[src/rtl/rtc_alarm_pkg.sv]
package rtc_alarm_pkg;

   // register indices inside the alarm/control window of the serial register port
   localparam logic [2:0] ADDR_SECOND = 3'h0;
   localparam logic [2:0] ADDR_MINUTE = 3'h1;
   localparam logic [2:0] ADDR_HOUR = 3'h2;
   localparam logic [2:0] ADDR_DATE = 3'h3;
   localparam logic [2:0] ADDR_MONTH = 3'h4;
   localparam logic [2:0] ADDR_WEEKDAY = 3'h5;
   localparam logic [2:0] ADDR_IRQ_SETUP = 3'h6;
   localparam logic [2:0] ADDR_STATUS = 3'h7;

   localparam int NUM_FIELDS = 6;
   localparam int BIT_FIELD_EN = 7;
   localparam int BIT_ALARM_ARM = 5;
   localparam int BIT_PULSE_SEL = 7;
   localparam int BIT_FLAG = 0;
   localparam int BIT_BUS_LOCK = 1;
   localparam int BIT_LEGACY = 2;

   localparam logic [7:0] RST_MATCH = 8'h00;
   localparam logic [7:0] RST_IRQ_SETUP = 8'h00;
   localparam logic [7:0] RST_POWER_CFG = 8'h00;

   // pulsed-mode low time on the alert pin
   localparam int PULSE_NS = 250_000_000;
   localparam int CLK_NS = 8;
   localparam int PULSE_CYCLES = (PULSE_NS + CLK_NS - 1) / CLK_NS;

   typedef struct packed {
      logic [7:0] second;
      logic [7:0] minute;
      logic [7:0] hour;
      logic [7:0] date;
      logic [7:0] month;
      logic [7:0] weekday;
   } rtc_time_t;

   typedef struct packed {
      logic wr;
      logic rd;
      logic [2:0] addr;
      logic [7:0] wdata;
   } reg_req_t;

endpackage
[src/rtl/rtc_alarm_compare.sv]
`timescale 1ns/1ps
`default_nettype none
module rtc_alarm_compare (
   input wire logic [47:0] i_match,
   input wire rtc_alarm_pkg::rtc_time_t i_time,
   output logic o_hit
);
   logic [47:0] now;
   logic [5:0] field_ok;

   assign now = {i_time.second, i_time.minute, i_time.hour, i_time.date, i_time.month, i_time.weekday};

   genvar g;
   generate
      for (g = 0; g < 6; g++) begin : g_field
         // disabled field never blocks
         assign field_ok[g] = !i_match[g*8+7] || (i_match[g*8+6 -: 7] == now[g*8+6 -: 7]);
      end
   endgenerate

   // all fields disabled is no alarm
   assign o_hit = (&field_ok) && (|{i_match[47], i_match[39], i_match[31], i_match[23], i_match[15], i_match[7]});
endmodule
`default_nettype wire

[src/rtl/rtc_alarm_match_irq.sv]
// Summary of operation
// - alarm registers hold a BCD value in the low bits, bit 7 enables comparison
// - a field whose enable bit is clear never blocks the match
// - pulse-select zero gives single-event alarm mode
// - pulse-select (bit 7) with arm gives a pulsed alarm on every match
// - match is evaluated as time advances into the programmed value
// - a match sets the alarm flag and pulls the alert pin low
// - in pulsed mode the flag sets every trigger, pulses need no clearing
// - seconds-only at 30 with pulsed mode interrupts once a minute
// - legacy backup keeps alarms, and keeps serial access unless the bus lock is set
// - standard backup disables everything but timekeeping, serial access too
// - legacy mode runs from battery when it exceeds main and main is below trip
`timescale 1ns/1ps
`default_nettype none
module rtc_alarm_match_irq #(
   parameter int PULSE_LEN = rtc_alarm_pkg::PULSE_CYCLES
) (
   input wire logic i_clk,
   input wire logic i_rst,
   input wire logic i_ce,
   input wire rtc_alarm_pkg::rtc_time_t i_time,
   input wire logic i_time_tick,
   input wire rtc_alarm_pkg::reg_req_t i_req,
   input wire logic i_bat_above_main,
   input wire logic i_main_below_trip,
   output logic [7:0] o_rdata,
   output logic o_rvalid,
   output logic o_on_battery,
   output logic o_serial_enabled,
   output logic o_alert_out,
   output logic o_alert_oe
);
   logic [7:0] match_r [0:5];
   logic [7:0] irq_setup_r;
   logic [7:0] power_cfg_r;
   logic flag_r;
   logic [2:0] bat_sync_r;
   logic [2:0] trip_sync_r;
   logic bat_cmp_r;
   logic trip_cmp_r;
   logic on_bat_r;
   logic hit;
   logic hit_d_r;
   logic fire;
   logic alarm_live;
   logic bus_ok;
   logic req_ok;
   logic [31:0] pulse_cnt_r;
   logic pulse_low_r;
   logic arm;
   logic pulse_sel;
   logic legacy;
   logic [47:0] match_flat;
   logic match_wr;

   assign arm = irq_setup_r[rtc_alarm_pkg::BIT_ALARM_ARM];
   assign pulse_sel = irq_setup_r[rtc_alarm_pkg::BIT_PULSE_SEL];
   assign legacy = power_cfg_r[rtc_alarm_pkg::BIT_LEGACY];
   assign match_flat = {match_r[0], match_r[1], match_r[2], match_r[3], match_r[4], match_r[5]};

   rtc_alarm_compare u_cmp (
      .i_match(match_flat),
      .i_time(i_time),
      .o_hit(hit)
   );

   // pin-level supply comparators, three stages, change taken when last two agree
   always_ff @(posedge i_clk or posedge i_rst) begin
      if (i_rst) begin
         bat_sync_r <= 3'h0;
         trip_sync_r <= 3'h0;
         bat_cmp_r <= 1'b0;
         trip_cmp_r <= 1'b0;
      end else if (i_ce) begin
         bat_sync_r <= {bat_sync_r[1:0], i_bat_above_main};
         trip_sync_r <= {trip_sync_r[1:0], i_main_below_trip};
         if (bat_sync_r[2] == bat_sync_r[1]) begin
            bat_cmp_r <= bat_sync_r[2];
         end
         if (trip_sync_r[2] == trip_sync_r[1]) begin
            trip_cmp_r <= trip_sync_r[2];
         end
      end
   end

   // switchover decision
   always_ff @(posedge i_clk or posedge i_rst) begin
      if (i_rst) begin
         on_bat_r <= 1'b0;
      end else if (i_ce) begin
         if (legacy) begin
            on_bat_r <= bat_cmp_r && trip_cmp_r;
         end else begin
            on_bat_r <= bat_cmp_r || trip_cmp_r;
         end
      end
   end

   // serial access allowed on main power, or legacy backup without bus lock
   assign bus_ok = !on_bat_r ||
      (legacy && !power_cfg_r[rtc_alarm_pkg::BIT_BUS_LOCK]);
   assign req_ok = i_ce && bus_ok;
   // alarms live on main power, or in legacy backup
   assign alarm_live = !on_bat_r || legacy;

   // a write to any match register
   assign match_wr = req_ok && i_req.wr && (i_req.addr < rtc_alarm_pkg::ADDR_IRQ_SETUP);

   // rising edge of the match, sampled when the time advances
   // reprogramming forgets the old match so the new time can fire at once
   always_ff @(posedge i_clk or posedge i_rst) begin
      if (i_rst) begin
         hit_d_r <= 1'b0;
      end else if (match_wr) begin
         hit_d_r <= 1'b0;
      end else if (i_ce && i_time_tick) begin
         hit_d_r <= hit;
      end
   end
   assign fire = i_ce && i_time_tick && hit && !hit_d_r && arm && alarm_live;

   // per-field match registers, one writer per entry
   genvar f;
   generate
      for (f = 0; f < rtc_alarm_pkg::NUM_FIELDS; f++) begin : g_match
         always_ff @(posedge i_clk or posedge i_rst) begin
            if (i_rst) begin
               match_r[f] <= rtc_alarm_pkg::RST_MATCH;
            end else if (match_wr && (i_req.addr == 3'(f))) begin
               match_r[f] <= i_req.wdata;
            end
         end
      end
   endgenerate

   // control register writes
   always_ff @(posedge i_clk or posedge i_rst) begin
      if (i_rst) begin
         irq_setup_r <= rtc_alarm_pkg::RST_IRQ_SETUP;
         power_cfg_r <= rtc_alarm_pkg::RST_POWER_CFG;
      end else if (req_ok && i_req.wr) begin
         case (i_req.addr)
            rtc_alarm_pkg::ADDR_IRQ_SETUP: begin
               irq_setup_r <= i_req.wdata;
            end
            rtc_alarm_pkg::ADDR_STATUS: begin
               // flag bit is not stored here, only bus lock and legacy select
               power_cfg_r <= {5'h00, i_req.wdata[2:1], 1'b0};
            end
            default: begin
            end
         endcase
      end
   end

   // alarm flag: set wins over a clearing write
   always_ff @(posedge i_clk or posedge i_rst) begin
      if (i_rst) begin
         flag_r <= 1'b0;
      end else if (i_ce) begin
         if (fire) begin
            flag_r <= 1'b1;
         end else if (req_ok && i_req.wr && i_req.addr == rtc_alarm_pkg::ADDR_STATUS &&
               !i_req.wdata[rtc_alarm_pkg::BIT_FLAG]) begin
            flag_r <= 1'b0;
         end
      end
   end

   // pulsed-mode low timer
   always_ff @(posedge i_clk or posedge i_rst) begin
      if (i_rst) begin
         pulse_cnt_r <= 32'h0000_0000;
         pulse_low_r <= 1'b0;
      end else if (i_ce) begin
         if (fire && pulse_sel) begin
            pulse_cnt_r <= 32'(PULSE_LEN - 1);
            pulse_low_r <= 1'b1;
         end else if (pulse_cnt_r != 32'h0000_0000) begin
            pulse_cnt_r <= pulse_cnt_r - 32'h0000_0001;
            // drop on the last count so the pin is low for exactly the pulse length
            if (pulse_cnt_r == 32'h0000_0001) begin
               pulse_low_r <= 1'b0;
            end
         end else begin
            pulse_low_r <= 1'b0;
         end
      end
   end

   // open-drain alert pin, low while enabled
   always_ff @(posedge i_clk or posedge i_rst) begin
      if (i_rst) begin
         o_alert_oe <= 1'b0;
         o_alert_out <= 1'b0;
      end else if (i_ce) begin
         o_alert_out <= 1'b0;
         if (pulse_sel) begin
            o_alert_oe <= pulse_low_r || (fire && pulse_sel);
         end else begin
            o_alert_oe <= flag_r || fire;
         end
      end
   end

   // read port
   always_ff @(posedge i_clk or posedge i_rst) begin
      if (i_rst) begin
         o_rdata <= 8'h00;
         o_rvalid <= 1'b0;
      end else if (i_ce) begin
         o_rvalid <= req_ok && i_req.rd;
         if (req_ok && i_req.rd) begin
            if (i_req.addr == rtc_alarm_pkg::ADDR_IRQ_SETUP) begin
               o_rdata <= irq_setup_r;
            end else if (i_req.addr == rtc_alarm_pkg::ADDR_STATUS) begin
               o_rdata <= {4'h0, on_bat_r, power_cfg_r[2:1], flag_r};
            end else begin
               o_rdata <= match_r[i_req.addr];
            end
         end
      end
   end

   always_ff @(posedge i_clk or posedge i_rst) begin
      if (i_rst) begin
         o_on_battery <= 1'b0;
         o_serial_enabled <= 1'b0;
      end else if (i_ce) begin
         o_on_battery <= on_bat_r;
         o_serial_enabled <= bus_ok;
      end
   end
endmodule
`default_nettype wire

[config.mk]
export PLATFORM = sky130hd
export DESIGN_NAME = rtc_alarm_match_irq
export DESIGN_NICKNAME = d
export VERILOG_FILES = /design/src/rtl/rtc_alarm_pkg.sv /design/src/rtl/rtc_alarm_compare.sv /design/src/rtl/rtc_alarm_match_irq.sv
export SDC_FILE = /design/constraint.sdc
export NUM_CORES = 1
export LEC_CHECK = 0
export BUFFER_PORTS_ARGS = -buffer_cell sky130_fd_sc_hd__buf_4
export CAP_MARGIN = 15
export CORE_MARGIN = 3
export CORE_UTILIZATION = 25
export CTS_BUF_LIST = sky130_fd_sc_hd__clkbuf_2 sky130_fd_sc_hd__clkbuf_4 sky130_fd_sc_hd__clkbuf_8
export DETAILED_ROUTE_END_ITERATION = 12
export GPL_ROUTABILITY_DRIVEN = 0
export GPL_TIMING_DRIVEN = 0
export PLACE_DENSITY_LB_ADDON = 0.2
export SETUP_SLACK_MARGIN = 0.05
export SLEW_MARGIN = 15
export SYNTH_ARGS = -nofsm -noshare
export SYNTH_HDL_FRONTEND = slang
export SYNTH_HIERARCHICAL = 1
export SYNTH_SLANG_ARGS = --single-unit
[constraint.sdc]
create_clock -name i_clk -period 10.42 [get_ports i_clk]
set_input_delay 1.042 -clock i_clk [delete_from_list [all_inputs] [get_ports i_clk]]
set_output_delay 1.042 -clock i_clk [all_outputs]
set_load 0.01 [all_outputs]
==> flow_summary.yaml, run 1 <==
route:
  ant_nets: 0
  wl_per_cell_microns: 17.6
  totalWireLength_microns: 16500
  dr.first_iter.drc_count: 329
  num_vias: 4393
  drt-vias-per-instance: 4.69
  drc: 0
  dr.pass1.iters: 4
grt:
  grt_max_degree: 75
  antenna_found_initial: 0
  gr-total-overflow: 0
  grtUsageTotal_pct: 13.2
  grt_pass1_wl_microns: 26200
  grt_pass1_vias: 4534
synthesis:
  synth-xor-area-share_pct: 8.48
  synth_edf_count: 0
  synth.cell_area_sq_um: 5990
  avgSynthCellArea_sq_um: 11.7
  synth_top_family_by_area: "multiplexers"
  yosys.area_share.simple_pct: 14.1
  ys_types: 57
  synthAdderAreaFrac_pct: 0.585
  yosysSeqAreaShare_pct: 47.6
  yosysWarnings: 6
  async_flop_share_pct: 100
  synth_cells: 513
  syn_nets: 582
  ys_ff_latch: 114
  synthMuxAreaShare_pct: 19.0
  synth_compound_area_share_pct: 8.10
  synth_ff_type: "dfrtp_1"
timing:
  slew_headroom_pct: 40.7
  hold_slack_ns: 0.484
  worstMarginPinSlew_ns: 0.885
  final_max_slew_viol_count: 0
  finalSetupViolCount: 0
  tns_ns: 0
  clock.fmax_mhz: 259
  timing.final.crit_share_pct: 37.0
  final-hold-violation-count: 0
  rsz0062_at_grt: "no"
  setup_ws_ns: 6.57
  fin_crit_ns: 3.85
  finClkSkew_ns: 0.0172
floorplanning:
  initial_core_util_pct: 25.4
  die_h_microns: 161
  core_area_sq_um: 23500
  dieArea_sq_um: 25900
  io_pins: 80
  rows: 56
  die_w_microns: 161
clocking:
  clkTransAtPathRegs_ns: 0.07
  clkSinkCount: 114
  htree_levels: 4
  postCtsResizedCells: 0
  clock_tree.root_cell: "clkbuf_8"
  post_cts_buffers: 0
  cts_buffer_depth: 2
  cts-hold-fix-buffers: 0
  cts_inserted_buffers: 17
  cts_tree: "yes"
  clock_latency_ns: 0.44
cells_and_area:
  final_cell_mix: "114 x dfrtp_1, 73 x buf_4, 64 x mux2_2"
  final_cells: 936
  antenna_cells: 0
  finish.instance_area_sq_um: 7410
  final_common_cell: "dfrtp_1"
  drive_gt1_share_pct: 32.4
  nNetsFinal: 673
  fin_util_pct: 31.5
  syn2layout_area_growth_pct: 23.6
setup_path:
  cp_max_fo: 10
  endpoint_kind: "flip-flop"
  crit_required_ns: 10.71
  crit_path_start_kind: "input port"
  critical_path_class: "input port to flip-flop"
  crit_arrival_ns: 4.15
flow_run:
  cap_violations: 0
placement:
  place_ws_ns: 6.14
  portBuffers: 71
  dp_hpwl_microns: 12100
  dp.cells: 904
  dpl_cell_area_sq_um: 6960
power:
  leakage_nw: 3.22
  power.density_nw_per_um2: 262
  power_mw: 1.94
  max-vdd-ir-drop_v: 0.0000984
hold_path:
  min_path_type: "flip-flop to flip-flop"
outcome:
  status: "finished, final reports clean"
[cells by family after synthesis]
group | count (synthesis)
muxes | 91
AOI/OAI and AO/OA | 72
DFF | 114
other | 1
and+or+nand+nor | 146
adders and majority gates | 3
buffers and inverters | 28
xor gates and xnor gates | 58
[critical path, cell delays in order]
cell and delay, ns:
buf_4 0.11, xor2_1 0.16, nor4_1 0.64, a31oi_1 0.18, a221oi_1 0.21, and4_1 0.27, and3_1 0.20, nand4b_1 0.20
nor2_1 0.49, clkbuf_1 0.52, nor2_1 0.11
[registers in the layout (all words and copies together) (netlist names)]
register and cells:
on_bat_r 1, bat_cmp_r 1, o_rdata 8, hit_d_r 1
o_serial_enabled 1, pulse_low_r 1, o_rvalid 1, trip_cmp_r 1
irq_setup_r 8, o_on_battery 1, flag_r 1, pulse_cnt_r 32
match_flat 48, o_alert_oe 1, trip_sync_r 3, power_cfg_r 2
bat_sync_r 3
[per-layer routing]
| metal | track usage, % | share of wire [%] |
|---|---|---|
| met5 | 0 | 0 |
| met1 | 18.8 | 49 |
| met3 | 3.07 | 4.0 |
| met4 | 4.03 | 1.2 |
| met2 | 19.9 | 45 |
[final cells by class]
cell class              count  area (sq um)
flip-flops and latches    114          2850
well taps                 319           399
plain buffers              17          80.1
clock buffers              17           234
fillers                  2467         16100
repair buffers             72           561
clock inverters            15           216
inverters                  11          46.3
multi-input cells         371          3020
[path summary, 6_finish.rpt]
kind / start / endpoint / slack [ns] / cells after the start
setup / recovery: i_time[20] / pulse_cnt_r[11] / 6.57 / 11
min in group asynchronous: i_rst / o_rdata[0] / 0.60 / 2
max in group asynchronous: i_rst / trip_sync_r[0] / 9.11 / 3
hold / removal: o_rdata[3] / o_rdata[3] / 0.48 / 2
setup reg to reg: match_flat[20] / pulse_cnt_r[11] / 6.86 / 10
hold reg to reg: o_rdata[3] / o_rdata[3] / 0.48 / 2
[where the power goes]
part,switching [mW],total (mW),internal [mW]
clock,0.212,0.479,0.267
sequential,0.183,0.799,0.616
combinational,0.328,0.658,0.330
total,0.723,1.94,1.21
[cell usage after synthesis (all sizes together), types with 2 or more instances]
master,n,area [sq um]
nor2,25,93.8
nand4,7,43.8
a31oi,6,37.5
or2,2,12.5
nand3b,6,45.0
o41ai,6,52.6
o21ai,28,140
dfrtp,114,2850
and4b,2,20.0
ha,2,25.0
nand2b,4,25.0
buf,7,42.5
nand3,10,50.1
inv,11,41.3
o31ai,5,56.3
xor2,34,298
a21oi,11,55.1
and4,3,26.3
nor3,7,40.0
mux2i,15,150
nor2b,3,18.8
xnor2,24,210
o211ai,6,58.8
o311ai,5,43.8
or3,10,67.6
or4,6,48.8
nand4b,2,17.5
clkbuf,10,37.5
nand2,37,139
and2,2,12.5
nor3b,2,25.0
nor4,13,109
mux2,64,721
mux4,12,270
No activity file was read; power rests on OpenSTA's default activity.
==> run 2, diff against run 1 <==
--- a/config.mk
+++ b/config.mk
@@ -5,6 +5,7 @@
 export SDC_FILE = /design/constraint.sdc
 export NUM_CORES = 1
 export LEC_CHECK = 0
+export ABC_AREA = 1
 export BUFFER_PORTS_ARGS = -buffer_cell sky130_fd_sc_hd__buf_4
 export CAP_MARGIN = 15
 export CORE_MARGIN = 3
==> constraint.sdc (replaced) <==
create_clock -name i_clk -period 4 [get_ports i_clk]
set_input_delay 0.4 -clock i_clk [delete_from_list [all_inputs] [get_ports i_clk]]
set_output_delay 0.4 -clock i_clk [all_outputs]
set_load 0.01 [all_outputs]
==> flow_summary.yaml, run 2 <==
grt:
  gr-total-overflow: 0
  grt_pass1_wl_microns: 31000
  grt_max_degree: 75
  grt_pass1_vias: 5641
  antenna_found_initial: 0
  grtUsageTotal_pct: 14.1
clocking:
  clock_tree.root_cell: "clkbuf_8"
  clock_latency_ns: 0.46
  cts_buffer_depth: 2
  clkTransAtPathRegs_ns: 0.08
  cts_inserted_buffers: 17
  htree_levels: 4
  postCtsResizedCells: 0
  clkSinkCount: 114
  cts_tree: "yes"
cells_and_area:
  nNetsFinal: 1034
  final_cell_mix: "301 x nand2_1, 114 x dfrtp_1, 83 x nor2_1"
  fillCellCount: 2731
  antenna_cells: 0
  drive_gt1_share_pct: 15.6
  final_common_cell: "nand2_1"
  largest_register_ffs: 48
  multi_input_comb_area_sq_um: 3190
  seq_area_sq_um: 2850
  final_cells: 1308
  syn2layout_area_growth_pct: 21.9
synthesis:
  synth_top_cell_by_area: "dfrtp_1"
  synth_edf_count: 0
  synth.cell_area_sq_um: 6470
  yosysSeqAreaShare_pct: 44.1
  synth_cells: 873
  yosys-top-cells-count: "301 x nand2_1, 114 x dfrtp_1, 83 x nor2_1"
  synth.most_common_cell: "nand2_1"
  async_flop_share_pct: 100
  ys_types: 42
  synth.area.top_cells: "dfrtp_1 44%, nand2_1 17%, o21ai_0 6.2%, nor2_1 4.8%, xnor2_1 4.2%"
  synth_ff_type: "dfrtp_1"
  syn_nets: 942
  yosysWarnings: 6
  ys_ff_latch: 114
  avgSynthCellArea_sq_um: 7.41
  yosysTopAreaCellShare_pct: 44.1
setup_path:
  critPathSlowestCell: "dfrtp_1"
  cpMostUsedCell: "nand2_1"
  crit_arrival_ns: 2.96
  crit_chain: "inv_1 -> nand2_1 -> nand2_1 -> nand2_1 -> nor2_1 -> nand2_1 -> nand2_1 -> nand2_1 -> inv_1 -> nand2_1 -> nor2_2 -> inv_1 -> nor2_1 -> nand4_1 -> clkbuf_1 -> buf_1 -> nand3_1 -> o21ai_0"
  endpoint_kind: "flip-flop"
  crit_start: "match_flat[45]"
  crit_required_ns: 4.31
  cp_top_family: "simple AND/OR/NAND/NOR gates"
  critical_path_class: "flip-flop to flip-flop"
  cp_num_buf_inv: 5
  r2r-start: "match_flat[45]"
  cp_max_fo: 10
  slowest_delay_ns: 0.43
  crit_path_start_kind: "flip-flop"
placement:
  dp.cells: 1275
  portBuffers: 71
  dp_hpwl_microns: 14200
timing:
  slew_headroom_pct: 56.7
  finalSetupViolCount: 0
  worstMarginPinSlew_ns: 0.650
  hold_slack_ns: 0.163
  finClkSkew_ns: 0.0219
  final_max_slew_viol_count: 0
  clock.fmax_mhz: 377
  fin_crit_ns: 2.65
  final-hold-violation-count: 0
  timing.final.crit_share_pct: 66.4
  rsz0062_at_grt: "no"
route:
  wl_per_cell_microns: 14.7
  totalWireLength_microns: 19300
  ant_nets: 0
  dr.first_iter.drc_count: 382
  dr.pass1.iters: 5
  drc: 0
  drt-vias-per-instance: 4.47
  num_vias: 5845
power:
  max-vdd-ir-drop_v: 0.000243
  leakage_nw: 3.85
  power.density_nw_per_um2: 603
  power_mw: 4.75
floorplanning:
  die_h_microns: 167
  dieArea_sq_um: 27800
  core_area_sq_um: 25300
  rows: 58
  initial_core_util_pct: 25.5
  die_w_microns: 167
  io_pins: 80
hold_path:
  hold_start: "i_bat_above_main"
  min_path_type: "input port to flip-flop"
outcome:
  status: "finished, final reports clean"
flow_run:
  cap_violations: 0
## run 2: cell families after synthesis
group / Yosys count / share of synthesized area (%)
and+or+nand+nor: 499 / 33.3
AOI/OAI and AO/OA: 117 / 10.0
DFF: 114 / 44.1
buffers and inverters: 99 / 6.58
xor gates and xnor gates: 41 / 5.55
adders and majority gates: 2 / 0.387
other: 1 / 0.0580
## run 2: what timing repair did
action,CTS,global route
endpoints found under the hold margin,40,0
setup endpoints to repair,0,0
hold buffers,1,0
setup buffers,0,0
## run 2: worst paths after layout
check | end | slack, ns | cells after the start
worst min register to register | trip_sync_r[1] | 0.47 | 2
min in group asynchronous | pulse_cnt_r[12] | 0.52 | 3
worst max-delay path | pulse_cnt_r[4] | 1.35 | 18
worst max register to register | pulse_cnt_r[4] | 1.35 | 18
max in group asynchronous | flag_r | 2.78 | 4
worst min-delay path | bat_sync_r[0] | 0.16 | 3
## run 2: worst reg2reg max path: stages, from the launching register on
cell	delay, ns
dfrtp_1	0.43
inv_1	0.07
nand2_1	0.05
nand2_1	0.05
nand2_1	0.05
nor2_1	0.11
nand2_1	0.07
nand2_1	0.06
nand2_1	0.05
inv_1	0.04
nand2_1	0.09
nor2_2	0.14
inv_1	0.05
nor2_1	0.18
nand4_1	0.18
clkbuf_1	0.29
buf_1	0.34
nand3_1	0.17
o21ai_0	0.09
## run 2: per-stage QoR
step                utilization (%)  area (sq um)  setup slack (ns)  TNS, ns
floorplan                         -          6470             0.584        0
global placement               29.3          7410             -1.20  -135.56
detailed placement             29.4          7450              1.25        0
CTS                            31.1          7880              1.30        0
global route                   31.1          7880              1.02        0
finish                         31.1          7880              1.35        0
## run 2: routing by layer
metal | track usage [%] | wire (microns)
met4 | 5.34 | 484
met3 | 2.80 | 852
met2 | 22.0 | 8800
met1 | 19.2 | 9130
met5 | 0 | 0
## run 2: report_power, final
group / leakage (nW) / total (mW) / internal, mW / switching, mW
logic: 2.18 / 1.73 / 0.656 / 1.08
registers: 1.46 / 1.84 / 1.48 / 0.364
clock network: 0.205 / 1.18 / 0.657 / 0.520
total: 3.85 / 4.75 / 2.79 / 1.96
## run 2: layout make-up
cell class	count	share of cell area, %
sequential	114	36.2
clock inverter	12	1.98
timing repair buffer	73	7.24
inverter	77	3.79
tap	330	5.24
buffer	22	1.67
clock buffer	20	3.41
multi-input combinational	660	40.5
